===== config.mk =====
export PLATFORM = sky130hd
export DESIGN_NAME = ssp_serial_slave_host_port
export DESIGN_NICKNAME = d
export VERILOG_FILES = /design/src/hdl/ssp_pkg.sv /design/src/hdl/ssp_serial_slave_host_port.sv
export SDC_FILE = /design/constraint.sdc
export NUM_CORES = 1
export LEC_CHECK = 0
export BUFFER_PORTS_ARGS = -buffer_cell sky130_fd_sc_hd__clkbuf_2
export CORE_ASPECT_RATIO = 1.5
export CORE_MARGIN = 2
export CORE_UTILIZATION = 32
export CTS_CLUSTER_SIZE = 20
export DETAILED_ROUTE_END_ITERATION = 16
export PLACE_DENSITY = 0.48
export SLEW_MARGIN = 20
export SYNTH_ARGS = -nofsm -noshare
export SYNTH_HDL_FRONTEND = slang
export SYNTH_SLANG_ARGS = --single-unit

===== constraint.sdc =====
create_clock -name clk -period 12.2 [get_ports clk]
set_input_delay 3.66 -clock clk [delete_from_list [all_inputs] [get_ports clk]]
set_output_delay 3.66 -clock clk [all_outputs]
set_load 0.01 [all_outputs]

===== src/hdl/ssp_pkg.sv =====
// Constants and types for the serial slave host port
package ssp_pkg;
    // Register byte offsets
    localparam logic [7:0] SSP_CTRL_OFS = 8'h00;
    localparam logic [7:0] SSP_STAT_OFS = 8'h04;
    // Control field positions and reset value
    localparam int         CTRL_MSB  = 0;
    localparam int         CTRL_FALL = 1;
    localparam int         CTRL_WDUM = 2;
    localparam int         CTRL_RDLY = 5;
    localparam int         CTRL_WAKE = 8;
    localparam logic [8:0] CTRL_RST  = 9'h001;
    // Status field positions
    localparam int         ST_FMT  = 0;
    localparam int         ST_RDF  = 1;
    localparam int         ST_WRF  = 2;
    localparam int         ST_LEN  = 3;
    localparam int         ST_BUSY = 4;
    // Header op codes
    localparam logic [1:0] OP_RD  = 2'b00;
    localparam logic [1:0] OP_WR  = 2'b01;
    localparam logic [1:0] OP_TBL = 2'b10;
    localparam logic [1:0] OP_RSV = 2'b11;
    // Header and table layout
    localparam logic [3:0] CID_MAX   = 4'h7;
    localparam int         TBL_DEPTH = 8;
    localparam logic [4:0] HDR0_LAST = 5'h1F;
    localparam logic [4:0] HDR1_LAST = 5'h07;
    localparam logic [2:0] BYTE_LAST = 3'h7;
    localparam logic [8:0] TBL_BYTES = 9'h005;
    // AXI responses
    localparam logic [1:0] RESP_OK     = 2'b00;
    localparam logic [1:0] RESP_SLVERR = 2'b10;

    typedef enum logic [2:0] {
        ST_IDLE = 3'b000,
        ST_HDR  = 3'b001,
        ST_TBL  = 3'b010,
        ST_WDUM = 3'b011,
        ST_WDAT = 3'b100,
        ST_RDLY = 3'b101,
        ST_RDAT = 3'b110,
        ST_HOLD = 3'b111
    } ssp_state_t;
endpackage


===== src/hdl/ssp_serial_slave_host_port.sv =====
// Serial slave host port with AXI4-Lite control and status
//
// The AXI4-Lite register port and the placing of the registers are this design's own decisions.
`timescale 1ns/100ps
`default_nettype none
module ssp_serial_slave_host_port
    import ssp_pkg::*;
#(
    parameter logic [23:0] SDIO_BASE = 24'hFF0000,
    parameter logic [23:0] SDIO_MASK = 24'hFF0000
)(
    input  wire logic        clk,
    input  wire logic        reset,
    input  wire logic [7:0]  s_axi_awaddr,
    input  wire logic        s_axi_awvalid,
    output logic             s_axi_awready,
    input  wire logic [31:0] s_axi_wdata,
    input  wire logic [3:0]  s_axi_wstrb,
    input  wire logic        s_axi_wvalid,
    output logic             s_axi_wready,
    output logic [1:0]       s_axi_bresp,
    output logic             s_axi_bvalid,
    input  wire logic        s_axi_bready,
    input  wire logic [7:0]  s_axi_araddr,
    input  wire logic        s_axi_arvalid,
    output logic             s_axi_arready,
    output logic [31:0]      s_axi_rdata,
    output logic [1:0]       s_axi_rresp,
    output logic             s_axi_rvalid,
    input  wire logic        s_axi_rready,
    input  wire logic        link_clk,
    input  wire logic        host_select_n,
    input  wire logic        mosi,
    output logic             miso,
    output logic             core_cmd_valid,
    output logic             core_cmd_write,
    output logic [23:0]      core_cmd_addr,
    output logic [8:0]       core_cmd_len,
    output logic             core_rd_req,
    output logic [23:0]      core_rd_addr,
    input  wire logic        core_rd_valid,
    input  wire logic [31:0] core_rd_data,
    output logic             core_wr_valid,
    output logic [23:0]      core_wr_addr,
    output logic [31:0]      core_wr_data,
    output logic [3:0]       core_wr_be,
    input  wire logic        core_wr_ack,
    output logic             wake_req,
    output logic             irq
);
    function automatic logic is_sdio(input logic [23:0] a);
        is_sdio = (a & SDIO_MASK) == SDIO_BASE;
    endfunction

    function automatic logic [23:0] adv(input logic [23:0] a);
        adv = is_sdio(a) ? a : a + 24'h000001;
    endfunction

    logic [2:0]  sck_q, sel_q;
    logic [1:0]  mosi_q;
    logic [8:0]  ctrl_q;
    logic [3:0]  flag_q;
    ssp_state_t  state_q;
    logic [31:0] sh_q, sh_n, rhold_q, wbuf_q, wmerge;
    logic [4:0]  bit_q;
    logic [8:0]  rem_q, dec_len;
    logic [2:0]  dum_q, cid_q;
    logic [23:0] addr_q, dec_addr;
    logic [7:0]  osh_q, dbyte, rbyte;
    logic [39:0] tsh_q;
    logic [3:0]  wbe_q, wbe_m, lat, dec_cid;
    logic [1:0]  dec_op, lane;
    logic        done_q, t1_q, rhv_q, first_q, wpend_q;
    logic        sample, launch, sel_rise, sel_fall, byte_end, dec_t1, dec_end;
    logic        dec_err, dec_go, step, rd_load, wr_take, consume, xfer_done;
    logic        len_set, rdf_set, wrf_set, fmt_set;
    logic [23:0] tbl_addr_q [TBL_DEPTH];
    logic [8:0]  tbl_len_q  [TBL_DEPTH];
    logic        tbl_ai_q   [TBL_DEPTH];

    // two-stage sync, single system clock domain
    always_ff @(posedge clk) begin
        if (reset) begin
            sck_q  <= 3'h0;
            sel_q  <= 3'h7;
            mosi_q <= 2'h0;
        end else begin
            sck_q  <= {sck_q[1:0], link_clk};
            sel_q  <= {sel_q[1:0], host_select_n};
            mosi_q <= {mosi_q[0], mosi};
        end
    end

    assign sample   = ctrl_q[CTRL_FALL] ? (~sck_q[1] & sck_q[2]) : (sck_q[1] & ~sck_q[2]);
    assign launch   = ctrl_q[CTRL_FALL] ? (sck_q[1] & ~sck_q[2]) : (~sck_q[1] & sck_q[2]);
    assign sel_rise = sel_q[1] & ~sel_q[2];
    assign sel_fall = ~sel_q[1] & sel_q[2];
    assign byte_end = bit_q[2:0] == BYTE_LAST;
    assign sh_n     = ctrl_q[CTRL_MSB] ? {sh_q[30:0], mosi_q[1]} : {mosi_q[1], sh_q[31:1]};
    // Bit order inside each data byte follows the same setting
    assign dbyte    = ctrl_q[CTRL_MSB] ? sh_n[7:0] : sh_n[31:24];
    assign lane     = addr_q[1:0];

    // Header decode, valid only at the header's last bit
    always_comb begin
        // table form only when MSB first
        dec_t1   = ctrl_q[CTRL_MSB] && bit_q == HDR1_LAST && sh_n[7];
        dec_end  = dec_t1 || bit_q == HDR0_LAST;
        // op code position per header form
        dec_op   = dec_t1 ? sh_n[6:5] : sh_n[30:29];
        dec_cid  = sh_n[3:0];
        lat      = {1'b0, dec_op == OP_WR ? ctrl_q[CTRL_WDUM +: 3] : ctrl_q[CTRL_RDLY +: 3]} + 4'h1;
        if (dec_t1) begin
            dec_addr = tbl_addr_q[dec_cid[2:0]];
            dec_len  = tbl_len_q[dec_cid[2:0]];
            dec_err  = dec_cid > CID_MAX || dec_op == OP_RSV
                       || (dec_op != OP_TBL && dec_len == 9'h000);
        end else begin
            dec_addr = sh_n[23:0];
            dec_len  = {4'h0, sh_n[28:24]} - {5'h00, lat};
            // table write in direct form or no data
            dec_err  = dec_op == OP_TBL || dec_op == OP_RSV || sh_n[28:24] <= {1'b0, lat};
        end
        // Table loads stay internal, never reach the core
        dec_go = state_q == ST_HDR && sample && dec_end && !dec_err && dec_op != OP_TBL;
    end

    assign step      = sample && byte_end && ((state_q == ST_WDAT)
                       || (state_q == ST_RDLY && dum_q == 3'h0)
                       || (state_q == ST_RDAT && rem_q != 9'h000));
    assign rd_load   = step && state_q != ST_WDAT;
    assign wr_take   = step && state_q == ST_WDAT;
    assign consume   = lane == 2'h3 || is_sdio(addr_q) || rem_q == 9'h001;
    assign xfer_done = (wr_take && rem_q == 9'h001)
                       || (sample && byte_end && state_q == ST_RDAT && rem_q == 9'h000);

    // Transaction sequencer
    always_ff @(posedge clk) begin
        if (reset || sel_rise) begin
            state_q <= ST_IDLE;
            bit_q   <= 5'h00;
            done_q  <= 1'b0;
        end else if (sel_fall) begin
            state_q <= ST_HDR;
            bit_q   <= 5'h00;
            done_q  <= 1'b0;
        end else if (sample && state_q != ST_IDLE) begin
            sh_q  <= sh_n;
            bit_q <= bit_q + 5'h01;
            if (step) begin
                rem_q  <= rem_q - 9'h001;
                addr_q <= adv(addr_q);
            end
            case (state_q)
                ST_HDR:
                    // decode at the header's last bit, after one byte in table form or four bytes in direct form
                    if (dec_end) begin
                        bit_q <= 5'h00;
                        t1_q  <= dec_t1;
                        cid_q <= dec_cid[2:0];
                        if (dec_err) begin
                            state_q <= ST_HOLD;
                        end else if (dec_op == OP_TBL) begin
                            state_q <= ST_TBL;
                            rem_q   <= TBL_BYTES;
                        end else begin
                            addr_q  <= dec_addr;
                            rem_q   <= dec_len;
                            dum_q   <= 3'(lat - 4'h1);
                            state_q <= dec_op == OP_WR ? ST_WDUM : ST_RDLY;
                        end
                    end
                ST_TBL:
                    if (byte_end) begin
                        tsh_q <= {dbyte, tsh_q[39:8]};
                        rem_q <= rem_q - 9'h001;
                        if (rem_q == 9'h001) begin
                            state_q <= ST_HOLD;
                            done_q  <= 1'b1;
                        end
                    end
                ST_WDUM:
                    if (byte_end) begin
                        dum_q <= dum_q - 3'h1;
                        if (dum_q == 3'h0)
                            state_q <= ST_WDAT;
                    end
                ST_RDLY:
                    if (byte_end) begin
                        dum_q <= dum_q - 3'h1;
                        if (dum_q == 3'h0)
                            state_q <= ST_RDAT;
                    end
                ST_WDAT, ST_RDAT:
                    if (xfer_done) begin
                        state_q <= ST_HOLD;
                        done_q  <= 1'b1;
                    end
                ST_HOLD:
                    state_q <= ST_HOLD;
                default:
                    state_q <= ST_IDLE;
            endcase
        end
    end

    always_ff @(posedge clk) begin
        if (reset) begin
            for (int i = 0; i < TBL_DEPTH; i++) begin
                tbl_addr_q[i] <= 24'h000000;
                tbl_len_q[i]  <= 9'h000;
                tbl_ai_q[i]   <= 1'b0;
            end
        end else if (state_q == ST_TBL && sample && byte_end && rem_q == 9'h001) begin
            tbl_ai_q[cid_q]   <= tsh_q[8];
            tbl_len_q[cid_q]  <= tsh_q[17:9];
            tbl_addr_q[cid_q] <= {dbyte[1:0], tsh_q[39:18]};
        end else if (xfer_done && t1_q && tbl_ai_q[cid_q]) begin
            tbl_addr_q[cid_q] <= tbl_addr_q[cid_q] + {15'h0000, tbl_len_q[cid_q]};
        end
    end

    // Core side: command, read fetch and write packing
    always_comb begin
        wmerge = wbuf_q;
        wmerge[8 * lane +: 8] = dbyte;
        wbe_m  = wbe_q | (4'h1 << lane);
        rbyte  = rhv_q ? rhold_q[8 * lane +: 8] : 8'h00;
    end

    always_ff @(posedge clk) begin
        if (reset) begin
            core_cmd_valid <= 1'b0;
            core_cmd_write <= 1'b0;
            core_cmd_addr  <= 24'h000000;
            core_cmd_len   <= 9'h000;
            core_rd_req    <= 1'b0;
            core_rd_addr   <= 24'h000000;
            core_wr_valid  <= 1'b0;
            core_wr_addr   <= 24'h000000;
            core_wr_data   <= 32'h00000000;
            core_wr_be     <= 4'h0;
            wake_req       <= 1'b0;
            wbuf_q         <= 32'h00000000;
            wbe_q          <= 4'h0;
            rhv_q          <= 1'b0;
            rhold_q        <= 32'h00000000;
            first_q        <= 1'b0;
            osh_q          <= 8'h00;
        end else begin
            core_cmd_valid <= dec_go;
            core_rd_req    <= 1'b0;
            core_wr_valid  <= 1'b0;
            wake_req       <= dec_go && (dec_op == OP_WR || ctrl_q[CTRL_WAKE]);
            if (dec_go) begin
                core_cmd_write <= dec_op == OP_WR;
                core_cmd_addr  <= dec_addr;
                core_cmd_len   <= dec_len;
                core_rd_req    <= dec_op == OP_RD;
                core_rd_addr   <= dec_addr;
                first_q        <= dec_op == OP_RD;
                wbe_q          <= 4'h0;
            end
            if (rd_load) begin
                first_q <= 1'b0;
                osh_q   <= rbyte;
                if (consume && rem_q != 9'h001) begin
                    core_rd_req  <= 1'b1;
                    core_rd_addr <= adv(addr_q);
                end
            end else if (launch && state_q == ST_RDAT) begin
                osh_q <= ctrl_q[CTRL_MSB] ? {osh_q[6:0], 1'b0} : {1'b0, osh_q[7:1]};
            end
            // New data wins over consumption
            if (core_rd_valid) begin
                rhv_q   <= 1'b1;
                rhold_q <= core_rd_data;
            end else if (rd_load && consume) begin
                rhv_q <= 1'b0;
            end
            // pack bytes into dwords with enables
            if (wr_take) begin
                wbuf_q <= wmerge;
                wbe_q  <= consume ? 4'h0 : wbe_m;
                if (consume) begin
                    core_wr_valid <= 1'b1;
                    core_wr_addr  <= is_sdio(addr_q) ? addr_q : {addr_q[23:2], 2'b00};
                    core_wr_data  <= wmerge;
                    core_wr_be    <= wbe_m;
                end
            end
        end
    end

    // shift read bytes out while host clocks the read data phase, miso held low during dummies
    always_ff @(posedge clk) begin
        // Cut read must not leave a stale bit on the line
        if (reset || sel_rise)
            miso <= 1'b0;
        else if (launch)
            miso <= state_q == ST_RDAT && (ctrl_q[CTRL_MSB] ? osh_q[7] : osh_q[0]);
    end

    assign rdf_set = rd_load && first_q && !rhv_q && !core_rd_valid;
    assign wrf_set = wr_take && consume && wpend_q && !core_wr_ack;
    // ends at select release, sticky interrupt
    assign fmt_set = state_q == ST_HDR && sample && dec_end && dec_err;
    // extra edges after completion or early release
    assign len_set = (sample && state_q == ST_HOLD && done_q)
                     || (sel_rise && state_q != ST_IDLE && state_q != ST_HOLD);

    always_ff @(posedge clk) begin
        if (reset)
            wpend_q <= 1'b0;
        else if (wr_take && consume)
            wpend_q <= 1'b1;
        else if (core_wr_ack)
            wpend_q <= 1'b0;
    end

    // AXI4-Lite slave; one write and one read in flight
    logic [7:0]  awa_q;
    logic [31:0] wd_q;
    logic [3:0]  ws_q;
    logic        wr_fire, clr_hit;

    assign wr_fire = !s_axi_awready && !s_axi_wready && !s_axi_bvalid;
    assign clr_hit = wr_fire && awa_q == SSP_STAT_OFS && ws_q[0];

    always_ff @(posedge clk) begin
        if (reset) begin
            s_axi_awready <= 1'b1;
            s_axi_wready  <= 1'b1;
            s_axi_bvalid  <= 1'b0;
            s_axi_bresp   <= RESP_OK;
            ctrl_q        <= CTRL_RST;
        end else begin
            if (s_axi_awvalid && s_axi_awready) begin
                awa_q         <= s_axi_awaddr;
                s_axi_awready <= 1'b0;
            end
            if (s_axi_wvalid && s_axi_wready) begin
                wd_q         <= s_axi_wdata;
                ws_q         <= s_axi_wstrb;
                s_axi_wready <= 1'b0;
            end
            if (wr_fire) begin
                s_axi_bvalid <= 1'b1;
                s_axi_bresp  <= (awa_q == SSP_CTRL_OFS || awa_q == SSP_STAT_OFS)
                                ? RESP_OK : RESP_SLVERR;
                if (awa_q == SSP_CTRL_OFS) begin
                    if (ws_q[0])
                        ctrl_q[7:0] <= wd_q[7:0];
                    if (ws_q[1])
                        ctrl_q[8] <= wd_q[8];
                end
            end
            if (s_axi_bvalid && s_axi_bready) begin
                s_axi_bvalid  <= 1'b0;
                s_axi_awready <= 1'b1;
                s_axi_wready  <= 1'b1;
            end
        end
    end

    // sticky flags, write one to clear, set wins
    always_ff @(posedge clk) begin
        if (reset) begin
            flag_q <= 4'h0;
            irq    <= 1'b0;
        end else begin
            flag_q <= (flag_q & ~(clr_hit ? wd_q[3:0] : 4'h0))
                      | {len_set, wrf_set, rdf_set, fmt_set};
            irq    <= |flag_q[ST_WRF:ST_FMT];
        end
    end

    always_ff @(posedge clk) begin
        if (reset) begin
            s_axi_arready <= 1'b1;
            s_axi_rvalid  <= 1'b0;
            s_axi_rdata   <= 32'h00000000;
            s_axi_rresp   <= RESP_OK;
        end else if (s_axi_arvalid && s_axi_arready) begin
            s_axi_arready <= 1'b0;
            s_axi_rvalid  <= 1'b1;
            s_axi_rresp   <= RESP_OK;
            s_axi_rdata   <= 32'h00000000;
            if (s_axi_araddr == SSP_CTRL_OFS)
                s_axi_rdata[8:0] <= ctrl_q;
            else if (s_axi_araddr == SSP_STAT_OFS)
                s_axi_rdata[ST_BUSY:0] <= {state_q != ST_IDLE, flag_q};
            else
                s_axi_rresp <= RESP_SLVERR;
        end else if (s_axi_rvalid && s_axi_rready) begin
            s_axi_rvalid  <= 1'b0;
            s_axi_arready <= 1'b1;
        end
    end
endmodule
`default_nettype wire


* Word level (Yosys, flattened, before mapping)
Memory sizes are Yosys's and may differ from the RTL's. A register that Yosys moved wholly into a read port is not among the register bits.
Cells that the tools add are included.
** Cells by class
- Add/sub/neg operators :: 9
- Multiply operators :: 0
- Divide/modulo/power cells :: 0
- Order comparisons :: 2
- Equality and inequality tests :: 41
- Shift operators :: 4
- Muxes and demuxes :: 100
- Bitwise gates (word level) :: 17
- Reduce and logical (&&, ||, !) cells :: 106
** Operators with widths (count)
- two-way mux 24 bit :: 12
- two-way mux 3 bit :: 22
- two-way mux 9 bit :: 7
- logical AND 1 bit :: 47
- two-way mux 8 bit :: 5
- two-way mux 1 bit :: 34
- negator 5 -> 34 bit :: 1
- variable shift 8 x 34 -> 32 bit (first input constant) :: 1
- indexed part select 8 x 34 -> 32 bit :: 1
- bitwise mux 32 bit :: 1
- two-way mux 32 bit :: 1
- indexed part select 32 x 6 -> 8 bit :: 1
- != test 3 bit (second input constant) :: 9
- adder 24 x 1 -> 24 bit (second input constant) :: 1
- adder 24 x 9 -> 24 bit :: 1
- OR reduction 24 bit :: 1
- two-way mux 4 bit :: 5
- two-way mux 5 bit :: 4
- != test 2 bit (second input constant) :: 10
- logical NOT 9 bit :: 2
- one-hot mux 3 bit (6 select lines) :: 1
- one-hot mux 9 bit (2 select lines) :: 1
- AND reduction 9 bit :: 2
- equality test 8 x 3 -> 1 bit (second input constant) :: 2
- 45 further kinds :: 107
** Word-level totals
- Register bits :: 382
- Latch bits :: 0
- Bits in writable memories :: 272
- Bits in read-only memories :: 0
- Bits of input ports :: 96
- Word-level logic and storage cells :: 330
- Memories kept :: 3
** Memory list
- tbl_addr_q :: depth 8, bits a word 24, rd ports 2, clocked after Yosys merged registers in 1, wr ports 8, line ssp_serial_slave_host_port.sv:77 : logic [23:0] tbl_addr_q [TBL_DEPTH];
- tbl_len_q :: depth 8, bits a word 9, rd ports 2, clocked after Yosys merged registers in 1, wr ports 8, line ssp_serial_slave_host_port.sv:78 : logic [8:0] tbl_len_q [TBL_DEPTH];
- tbl_ai_q :: depth 8, bits a word 1, rd ports 1, clocked after Yosys merged registers in 1, wr ports 8, line ssp_serial_slave_host_port.sv:79 : logic tbl_ai_q [TBL_DEPTH];

* Logic depth before layout (Yosys ltp)
Gate-level depths: netlist (run 1).
- Depth after elaboration :: 17
- Gate-level depth with buffers :: 28
- Gate-level depth less buffers :: 21

* Worst setup path after synthesis (run 1)
Ideal clock, no wire load.
- Kind :: input to register
- Start :: in reset
- End :: reg cid_q[0], enable pin
- Arrival time :: 7892 ps
- Required time :: 11880 ps
- Setup slack :: 3987 ps
- Stages on the path :: 6
- Buffers on the path :: 2
- Cell sequence :: clkbuf_1 -> or2_2 -> clkbuf_1 -> nor2_1 -> nand2_1 -> inv_1
** On the way
- Word-level cells in the longest chain between the ends :: 3
** Ends and longest elaborated chain
- start, declared :: line ssp_serial_slave_host_port.sv:13 : input wire logic reset,
- logical OR 1 bit :: line ssp_serial_slave_host_port.sv:139 : if (reset || sel_rise) begin
- NOT 1 bit (no line)
- AND reduction 5 bit (no line)
- end signal, assigned :: line ssp_serial_slave_host_port.sv:160 : cid_q <= dec_cid[2:0];
- end, declared :: line ssp_serial_slave_host_port.sv:67 : logic [2:0] dum_q, cid_q;
No other way between the ends.
A chain may end at the register's enable or synchronous reset.

* Final worst setup path (run 1)
- Start :: reg bit_q[0]
- End :: reg core_rd_addr[9]
** On the way
- Word-level cells in the longest chain between the ends :: 16
- Elaborated cells between the ends (all ways) :: 31
** Ends and longest elaborated chain
- start, declared :: line ssp_serial_slave_host_port.sv:65 : logic [4:0] bit_q;
- start signal, assigned :: line ssp_serial_slave_host_port.sv:149 : bit_q <= bit_q + 5'h01;
- equality test 5 x 3 -> 1 bit :: line ssp_serial_slave_host_port.sv:107 : dec_t1 = ctrl_q[CTRL_MSB] && bit_q == HDR1_LAST && sh_n[7];
- logical AND 1 bit (2 in a row) :: line ssp_serial_slave_host_port.sv:107
- two-way mux 2 bit :: line ssp_serial_slave_host_port.sv:110 : dec_op = dec_t1 ? sh_n[6:5] : sh_n[30:29];
- equality test 2 x 1 -> 1 bit :: line ssp_serial_slave_host_port.sv:112 : lat = {1'b0, dec_op == OP_WR ? ctrl_q[CTRL_WDUM +: 3] : ctrl_q[CTRL_RDLY +: 3]} + 4'h1;
- two-way mux 3 bit :: line ssp_serial_slave_host_port.sv:112
- adder 3 x 1 -> 4 bit :: line ssp_serial_slave_host_port.sv:112
- <= comparator 5 x 4 -> 1 bit :: line ssp_serial_slave_host_port.sv:122 : dec_err = dec_op == OP_TBL || dec_op == OP_RSV || sh_n[28:24] <= {1'b0, lat};
- logical OR 1 bit :: line ssp_serial_slave_host_port.sv:122
- two-way mux 1 bit :: line ssp_serial_slave_host_port.sv:113 : if (dec_t1) begin
- logical NOT 1 bit :: line ssp_serial_slave_host_port.sv:125 : dec_go = state_q == ST_HDR && sample && dec_end && !dec_err && dec_op != OP_TBL;
- logical AND 1 bit (2 in a row) :: line ssp_serial_slave_host_port.sv:125
- two-way mux 24 bit :: line ssp_serial_slave_host_port.sv:255 : if (dec_go) begin
- two-way mux 24 bit :: line ssp_serial_slave_host_port.sv:267 : if (consume && rem_q != 9'h001) begin
- two-way mux 24 bit * :: line ssp_serial_slave_host_port.sv:264 : if (rd_load) begin
- end signal, assigned :: line ssp_serial_slave_host_port.sv:260 : core_rd_addr <= dec_addr;
- end signal, assigned :: line ssp_serial_slave_host_port.sv:269 : core_rd_addr <= adv(addr_q);
- end, declared :: line ssp_serial_slave_host_port.sv:40 : output logic [23:0] core_rd_addr,
Every way passes the cells marked *; elsewhere a longest branch is shown, timed or not.

==> impl_metrics.csv, run 1 <==
group,metric,value,unit
pwr,power_leakage,13.51,nW
min_path,hold_start,"sel_q[0]",
floorplanning,fp-row-count,142,
sta,fmax,134.8,MHz
pwr,powerDensity,126.3,mW/mm^2
floorplanning,die_w,263.4,um
grt,gr-total-overflow,0,
finish,fin_cells,4694,
yosys,yosysSeqAreaShare,52.33,%
yosys,synth_async_sr_flop_share,0,%
yosys,synthCells,3236,
drt,drcViolationCount,0,
floorplanning,start_util,32.30,%
finish,final_layout_size_suffix_gt1_share,15.80,%
place,place.gp.congestion,0.8204,
drt,wl_per_cell,23.02,um
min_path,hold_depth,1,
yosys,yosys.area.top_type,"edfxtp_1",
drt,drtPass1Iterations,5,
cts,cts-root-buf,"clkbuf_16",
yosys,synth_warnings,0,
setup_path,slowest_stage,"or4_1",
cts,htreeDepth,3,
setup_path,crit_path_frequent_cell,"ha_1",
yosys,synth_area_per_cell,9.984,um^2
sta,slew_headroom,28.49,%
setup_path,timing.rr.start,"bit_q[0]",
setup_path,crit_family,"simple AND/OR/NAND/NOR gates",
grt,grt_pass1_wl,159800,um
setup_path,max_stage_delay,0.83,ns
sta,grt_setup_unrepaired,"false",
setup_path,rr_worst_depth,21,
place,place_hpwl,73080,um
setup_path,regToRegEndpoint,"core_rd_addr[9]",
sta,slew_violations,0,
cts,clk_pin_slew,0.07,ns
place,dpl_cell_area,0.03442,mm^2
place,dp_cells,4572,
yosys,synth_top_area_share,36.71,%
drt,viasPerCell,5.238,
sta,setup_viol_count_final,0,
finish,final_common_cell,"nand2_1",
yosys,synth_edf_count,395,
floorplanning,die_area,0.1036,mm^2
setup_path,path_buf_inv,4,
drt,drtAntennaViolNets,0,
setup_path,endpoint_kind,"flip-flop",
setup_path,start_kind,"flip-flop",
grt,track_usage,20.59,%
cts,clockBufferDepth,3,
finish,area_growth,13.24,%
sta,tightest_slew,1.067,ns
cts,ctsResizeCount,0,
sta,fin_skew,0.03234,ns
grt,grt_pass1_vias,24376,
cts,ctsHoldBuffers,0,
floorplanning,core-area,0.1000,mm^2
yosys,synth_seq_cells,647,
floorplanning,pin_count,261,
setup_path,setup.worst_path.class,"flip-flop to flip-flop",
sta,tns,0,ns
cts,cts_buffers,66,
setup_path,critical_path_arrival,7.97,ns
cts,cts_setup_buffers,0,
yosys,ys.flop_type,"edfxtp_1",
finish,n_antenna_cell,0,
finish,design_area,0.03659,mm^2
floorplanning,die_y,393.2,um
yosys,synthesis.area,0.03231,mm^2
run_status,status,"completed",
drt,vias,24585,
min_path,hold_path_class,"flip-flop to flip-flop",
grt,grt_max_degree,84,
min_path,worstHoldEndpoint,"sel_q[1]",
setup_path,cp.required,12.76,ns
cts,cts_tree,"yes",
finish,nNetsFinal,3476,
yosys,synth_area_leaders,"edfxtp_1 (37%), dfxtp_1 (16%), nand2_1 (5.6%)",
cts,clkLatencyLatePin,0.66,ns
finish,layout_common_cells,"nand2_1 (482), nor2_1 (441), edfxtp_1 (395)",
drt,dr.first_iter.drc_count,1611,
sta,period_share,60.79,%
place,portBuffers,210,
drt,finalWirelength,108100,um
setup_path,reg2reg_slack,4.78,ns
job,maxCapViolCount,0,
yosys,synth.distinct_cells,85,
grt,antenna_found_initial,0,
setup_path,path_cells,"ha_1 -> nand2_1 -> or4_1 -> inv_2 -> buf_4 -> o21a_1 -> ha_1 -> mux2i_1 -> inv_1 -> ha_1 -> fa_1 -> nor2b_1 -> o21a_1 -> o21ai_0 -> a31oi_1 -> nand3_1 -> o21ai_0 -> or2_4 -> buf_4 -> nand3_1 -> a311oi_1",
setup_path,worstPathMaxFanout,57,
finish,fill_cells,10081,
sta,period_minus_slack,7.416,ns
cts,cts_sinks,647,
sta,hold_viol,0,
pwr,ir_worst_vdd,0.09652,mV
per-layer routing:
metal	up-vias	routed length [um]	global-route usage (%)
met4	0	3599	7.366
met1	12044	43650	24.39
met2	715	55820	37.75
met5	-	0	0
met3	160	5005	2.942
li1	11666	-	-
worst max path at each step:
stage / from / to / slack (ns) / depth (start not counted)
6_report: bit_q[0] / core_rd_addr[9] / 4.78 / 21
5_1_grt: bit_q[0] / core_rd_addr[9] / 4.23 / 22
4_1_cts: bit_q[0] / core_rd_addr[9] / 4.78 / 21
3_5_place_dp: reset / tbl_addr_q[3][19] / 4.75 / 7
3_3_place_gp: reset / tbl_addr_q[3][19] / 4.80 / 7
2_1_floorplan: reset / cid_q[0] / 3.99 / 6
sequential cells by signal (all words and copies together), names as in the netlist, 24 cells and up, named ones only:
signal / count
tsh_q: 32
tbl_addr_q: 192
core_wr_data: 32
core_wr_addr: 24
core_cmd_addr: 24
core_rd_addr: 24
addr_q: 24
wbuf_q: 32
rhold_q: 32
sh_q: 32
tbl_len_q: 72
stage by stage:
step | power [mW] | util (%) | setup WS, ns | hold WS, ns
after floorplan | 2.537 | - | 3.987 | 0.3895
after global placement | 2.601 | 34.40 | 4.803 | 0.4332
after detailed placement | 2.602 | 34.41 | 4.745 | 0.4140
after CTS | 4.675 | 36.56 | 4.785 | 0.4450
after global routing | 4.762 | 36.58 | 4.234 | 0.4521
final | 4.622 | 36.58 | 4.784 | 0.4453
final cells by class:
| cell class | count | area, um^2 | share of cell area (%) |
|---|---|---|---|
| tap | 1296 | 1622 | 4.432 |
| clock buffer | 96 | 1924 | 5.259 |
| timing repair buffer | 269 | 1504 | 4.110 |
| inverter | 51 | 192.7 | 0.5266 |
| multi-input combinational | 2309 | 14210 | 38.83 |
| clock inverter | 26 | 226.5 | 0.6190 |
| sequential | 647 | 16910 | 46.22 |
power breakdown:
| group | total (mW) | switching, mW | internal (mW) |
|---|---|---|---|
| registers | 2.38 | 0.0256 | 2.35 |
| clock network | 2.07 | 0.918 | 1.15 |
| logic | 0.175 | 0.114 | 0.0614 |
cells in the mapped netlist (all sizes together), types with 32 or more instances:
| cell | n |
|---|---|
| inv | 50 |
| a31oi | 42 |
| a21oi | 154 |
| a211oi | 89 |
| o21ai | 83 |
| clkbuf | 144 |
| xor2 | 32 |
| and2 | 90 |
| nand3 | 193 |
| nor2 | 445 |
| nor3 | 48 |
| mux2i | 92 |
| o22ai | 36 |
| edfxtp | 395 |
| dfxtp | 252 |
| ha | 34 |
| nand2 | 485 |
| buf | 109 |
| nor2b | 112 |
| mux4 | 78 |
cells by family (layout without fill, tap and decap cells):
logic type	after synthesis	in the layout	share of synthesized area (%)
AO/OA/AOI/OAI	512	512	10.10
XOR/XNOR	63	63	1.708
adder cells (fa/ha/maj)	36	36	1.441
buffers and inverters	304	442	4.349
flip-flops	647	647	52.33
multiplexers	193	193	9.259
other	1	25	0.01161
AND/OR/NAND/NOR	1480	1480	20.80
Note: power is estimated with default switching activity, not from simulation.
==> run 2, diff against run 1 <==
--- a/config.mk
+++ b/config.mk
@@ -11,7 +11,7 @@
 export CORE_UTILIZATION = 32
 export CTS_CLUSTER_SIZE = 20
 export DETAILED_ROUTE_END_ITERATION = 16
-export PLACE_DENSITY = 0.48
+export PLACE_DENSITY = 0.5
 export SLEW_MARGIN = 20
 export SYNTH_ARGS = -nofsm -noshare
 export SYNTH_HDL_FRONTEND = slang
==> constraint.sdc (replaced) <==
create_clock -name clk -period 6.7 [get_ports clk]
set_input_delay 2.01 -clock clk [delete_from_list [all_inputs] [get_ports clk]]
set_output_delay 2.01 -clock clk [all_outputs]
set_load 0.01 [all_outputs]
==> run 2 against run 1 <==
Wire length grew 0.88%. Die area stayed put. Non-clock buffer count grew 29. Critical path depth is the same. Combinational power up 87%. Highest routed layer unchanged.
==> impl_metrics.csv, run 2 (same netlist as run 1, synthesis figures left out) <==
group,metric,value,unit
cts,clockBufferDepth,3,
sta,grt_setup_unrepaired,"false",
place,place_hpwl,74750,um
finish,final_common_cell,"nand2_1",
cts,cts_tree,"yes",
floorplanning,fp-row-count,142,
sta,hold_viol,0,
drt,drtPass1Iterations,8,
sta,slew_headroom,24.30,%
setup_path,reg2reg_slack,0.70,ns
sta,period_minus_slack,5.999,ns
floorplanning,die_area,0.1036,mm^2
drt,viasPerCell,5.252,
setup_path,critical_path.startpoint,"bit_q[0]",
pwr,comb_power_share,3.9,%
finish,regMostFlops,"tbl_addr_q",
setup_path,timing.rr.start,"bit_q[0]",
grt,track_usage,20.83,%
setup_path,worstPathMaxFanout,44,
setup_path,start_kind,"flip-flop",
drt,drcViolationCount,0,
sta,period_share,89.53,%
drt,drtAntennaViolNets,0,
pwr,pwr-share-seq,51.6,%
cts,htreeDepth,3,
sta,fin_skew,0.02986,ns
cts,clkLatencyLatePin,0.66,ns
grt,antenna_found_initial,3,
drt,finalWirelength,109000,um
floorplanning,pin_count,261,
place,place.gp.congestion,0.8674,
sta,slew_violations,0,
floorplanning,die_y,393.2,um
grt,grt_max_degree,92,
pwr,powerDensity,227.9,mW/mm^2
cts,cts_buffers,66,
setup_path,rr_worst_depth,21,
sta,tns,0,ns
cts,cts-root-buf,"clkbuf_16",
finish,layout_common_cells,"nand2_1 (482), nor2_1 (441), edfxtp_1 (395)",
floorplanning,die_w,263.4,um
cts,ctsHoldBuffers,0,
drt,vias,24791,
cts,clk_pin_slew,0.06,ns
setup_path,endpoint_kind,"flip-flop",
job,maxCapViolCount,0,
grt,grt_pass1_wl,161400,um
finish,reg_top3,"tbl_addr_q x192, tbl_len_q x72",
cts,cts_sinks,647,
run_status,status,"completed",
setup_path,critical_path_arrival,6.56,ns
place,portBuffers,210,
grt,grt_pass1_vias,24853,
finish,final_layout_size_suffix_gt1_share,16.33,%
floorplanning,start_util,32.30,%
pwr,p_sw,1.922,mW
finish,area_growth,13.95,%
pwr,ir_worst_vdd,0.1795,mV
sta,fmax,166.7,MHz
sta,tightest_slew,1.135,ns
pwr,power_leakage,13.67,nW
setup_path,cp.required,7.26,ns
finish,largest_register_ffs,192,
cts,cts_setup_buffers,0,
pwr,p_int,6.469,mW
setup_path,regToRegEndpoint,"core_rd_addr[23]",
pwr,p_sw_share,22.90,%
grt,gr-total-overflow,0,
min_path,hold_path_class,"flip-flop to flip-flop",
setup_path,setup.worst_path.class,"flip-flop to flip-flop",
setup_path,critPathCapture,"core_rd_addr[23]",
finish,n_antenna_cell,0,
drt,dr.first_iter.drc_count,1742,
cts,ctsResizeCount,0,
sta,setup_viol_count_final,0,
finish,nNetsFinal,3505,
drt,wl_per_cell,23.10,um
pwr,p_total,8.391,mW
pwr,clockPowerShare,44.5,%
floorplanning,core-area,0.1000,mm^2
-- run 2: per-layer routing --
layer,GRT usage [%],vias to the layer above,part of all wire [%]
li1,-,11725,-
met1,23.16,12077,38
met2,38.92,787,53
met3,3.411,202,5.2
met4,9.122,0,4.1
met5,0,-,0
-- run 2: metrics by stage --
step	setup WS (ns)	std cells	hold slack (ns)	util [%]	instance area, um^2
2_1_floorplan	0.1371	3260	0.3895	-	32400
3_3_place_gp	0.7527	4601	0.3995	34.65	34660
3_5_place_dp	0.6885	4601	0.3993	34.66	34670
4_1_cts	0.7008	4720	0.4085	36.80	36810
5_1_grt	0.3249	4720	0.4334	36.81	36820
6_report	0.7014	4720	0.4040	36.81	36820
-- run 2: worst min path at each step --
stage,endpoint,slack (ns),from,cells past startpoint
after floorplan,sel_q[1],0.39,sel_q[0],1
final,sel_q[1],0.40,sel_q[0],1
after detailed placement,sel_q[1],0.40,sel_q[0],1
after global routing,sel_q[1],0.43,sel_q[0],1
after global placement,sel_q[1],0.40,sel_q[0],1
after CTS,sel_q[1],0.41,sel_q[0],1
-- run 2: cell type report --
cell class	instances	area [um^2]
multi-input combinational	2309	14180
sequential	647	16910
clock buffer	91	1926
fill	10046	63210
timing repair buffer	298	1772
clock inverter	28	210.2
inverter	51	192.7
tap	1296	1622
-- run 2: critical path, cell delays in order (launching register included) --
cell	delay [ns]
dfxtp_1	0.37
ha_1	0.20
nand2_1	0.06
or4_1	0.67
nand3_1	0.23
o21a_1	0.22
inv_1	0.10
ha_1	0.27
mux2_2	0.34
ha_1	0.21
xor2_1	0.19
ha_1	0.37
nor2b_1	0.15
o21a_1	0.13
o21ai_0	0.09
a31oi_1	0.33
nand3_1	0.12
o21ai_0	0.20
or2_2	0.91
buf_4	0.34
nand3_1	0.13
a211oi_1	0.23
-- run 2: power groups by stage --
| stage | Combinational [mW] | Clock (mW) | Sequential (mW) |
|---|---|---|---|
| 5_1_grt | 0.357 | 3.96 | 4.34 |
| 4_1_cts | 0.330 | 3.82 | 4.33 |
| 6_report | 0.327 | 3.73 | 4.33 |
| 2_1_floorplan | 0.220 | 0 | 4.40 |
| 3_5_place_dp | 0.329 | 0 | 4.42 |
| 3_3_place_gp | 0.328 | 0 | 4.41 |
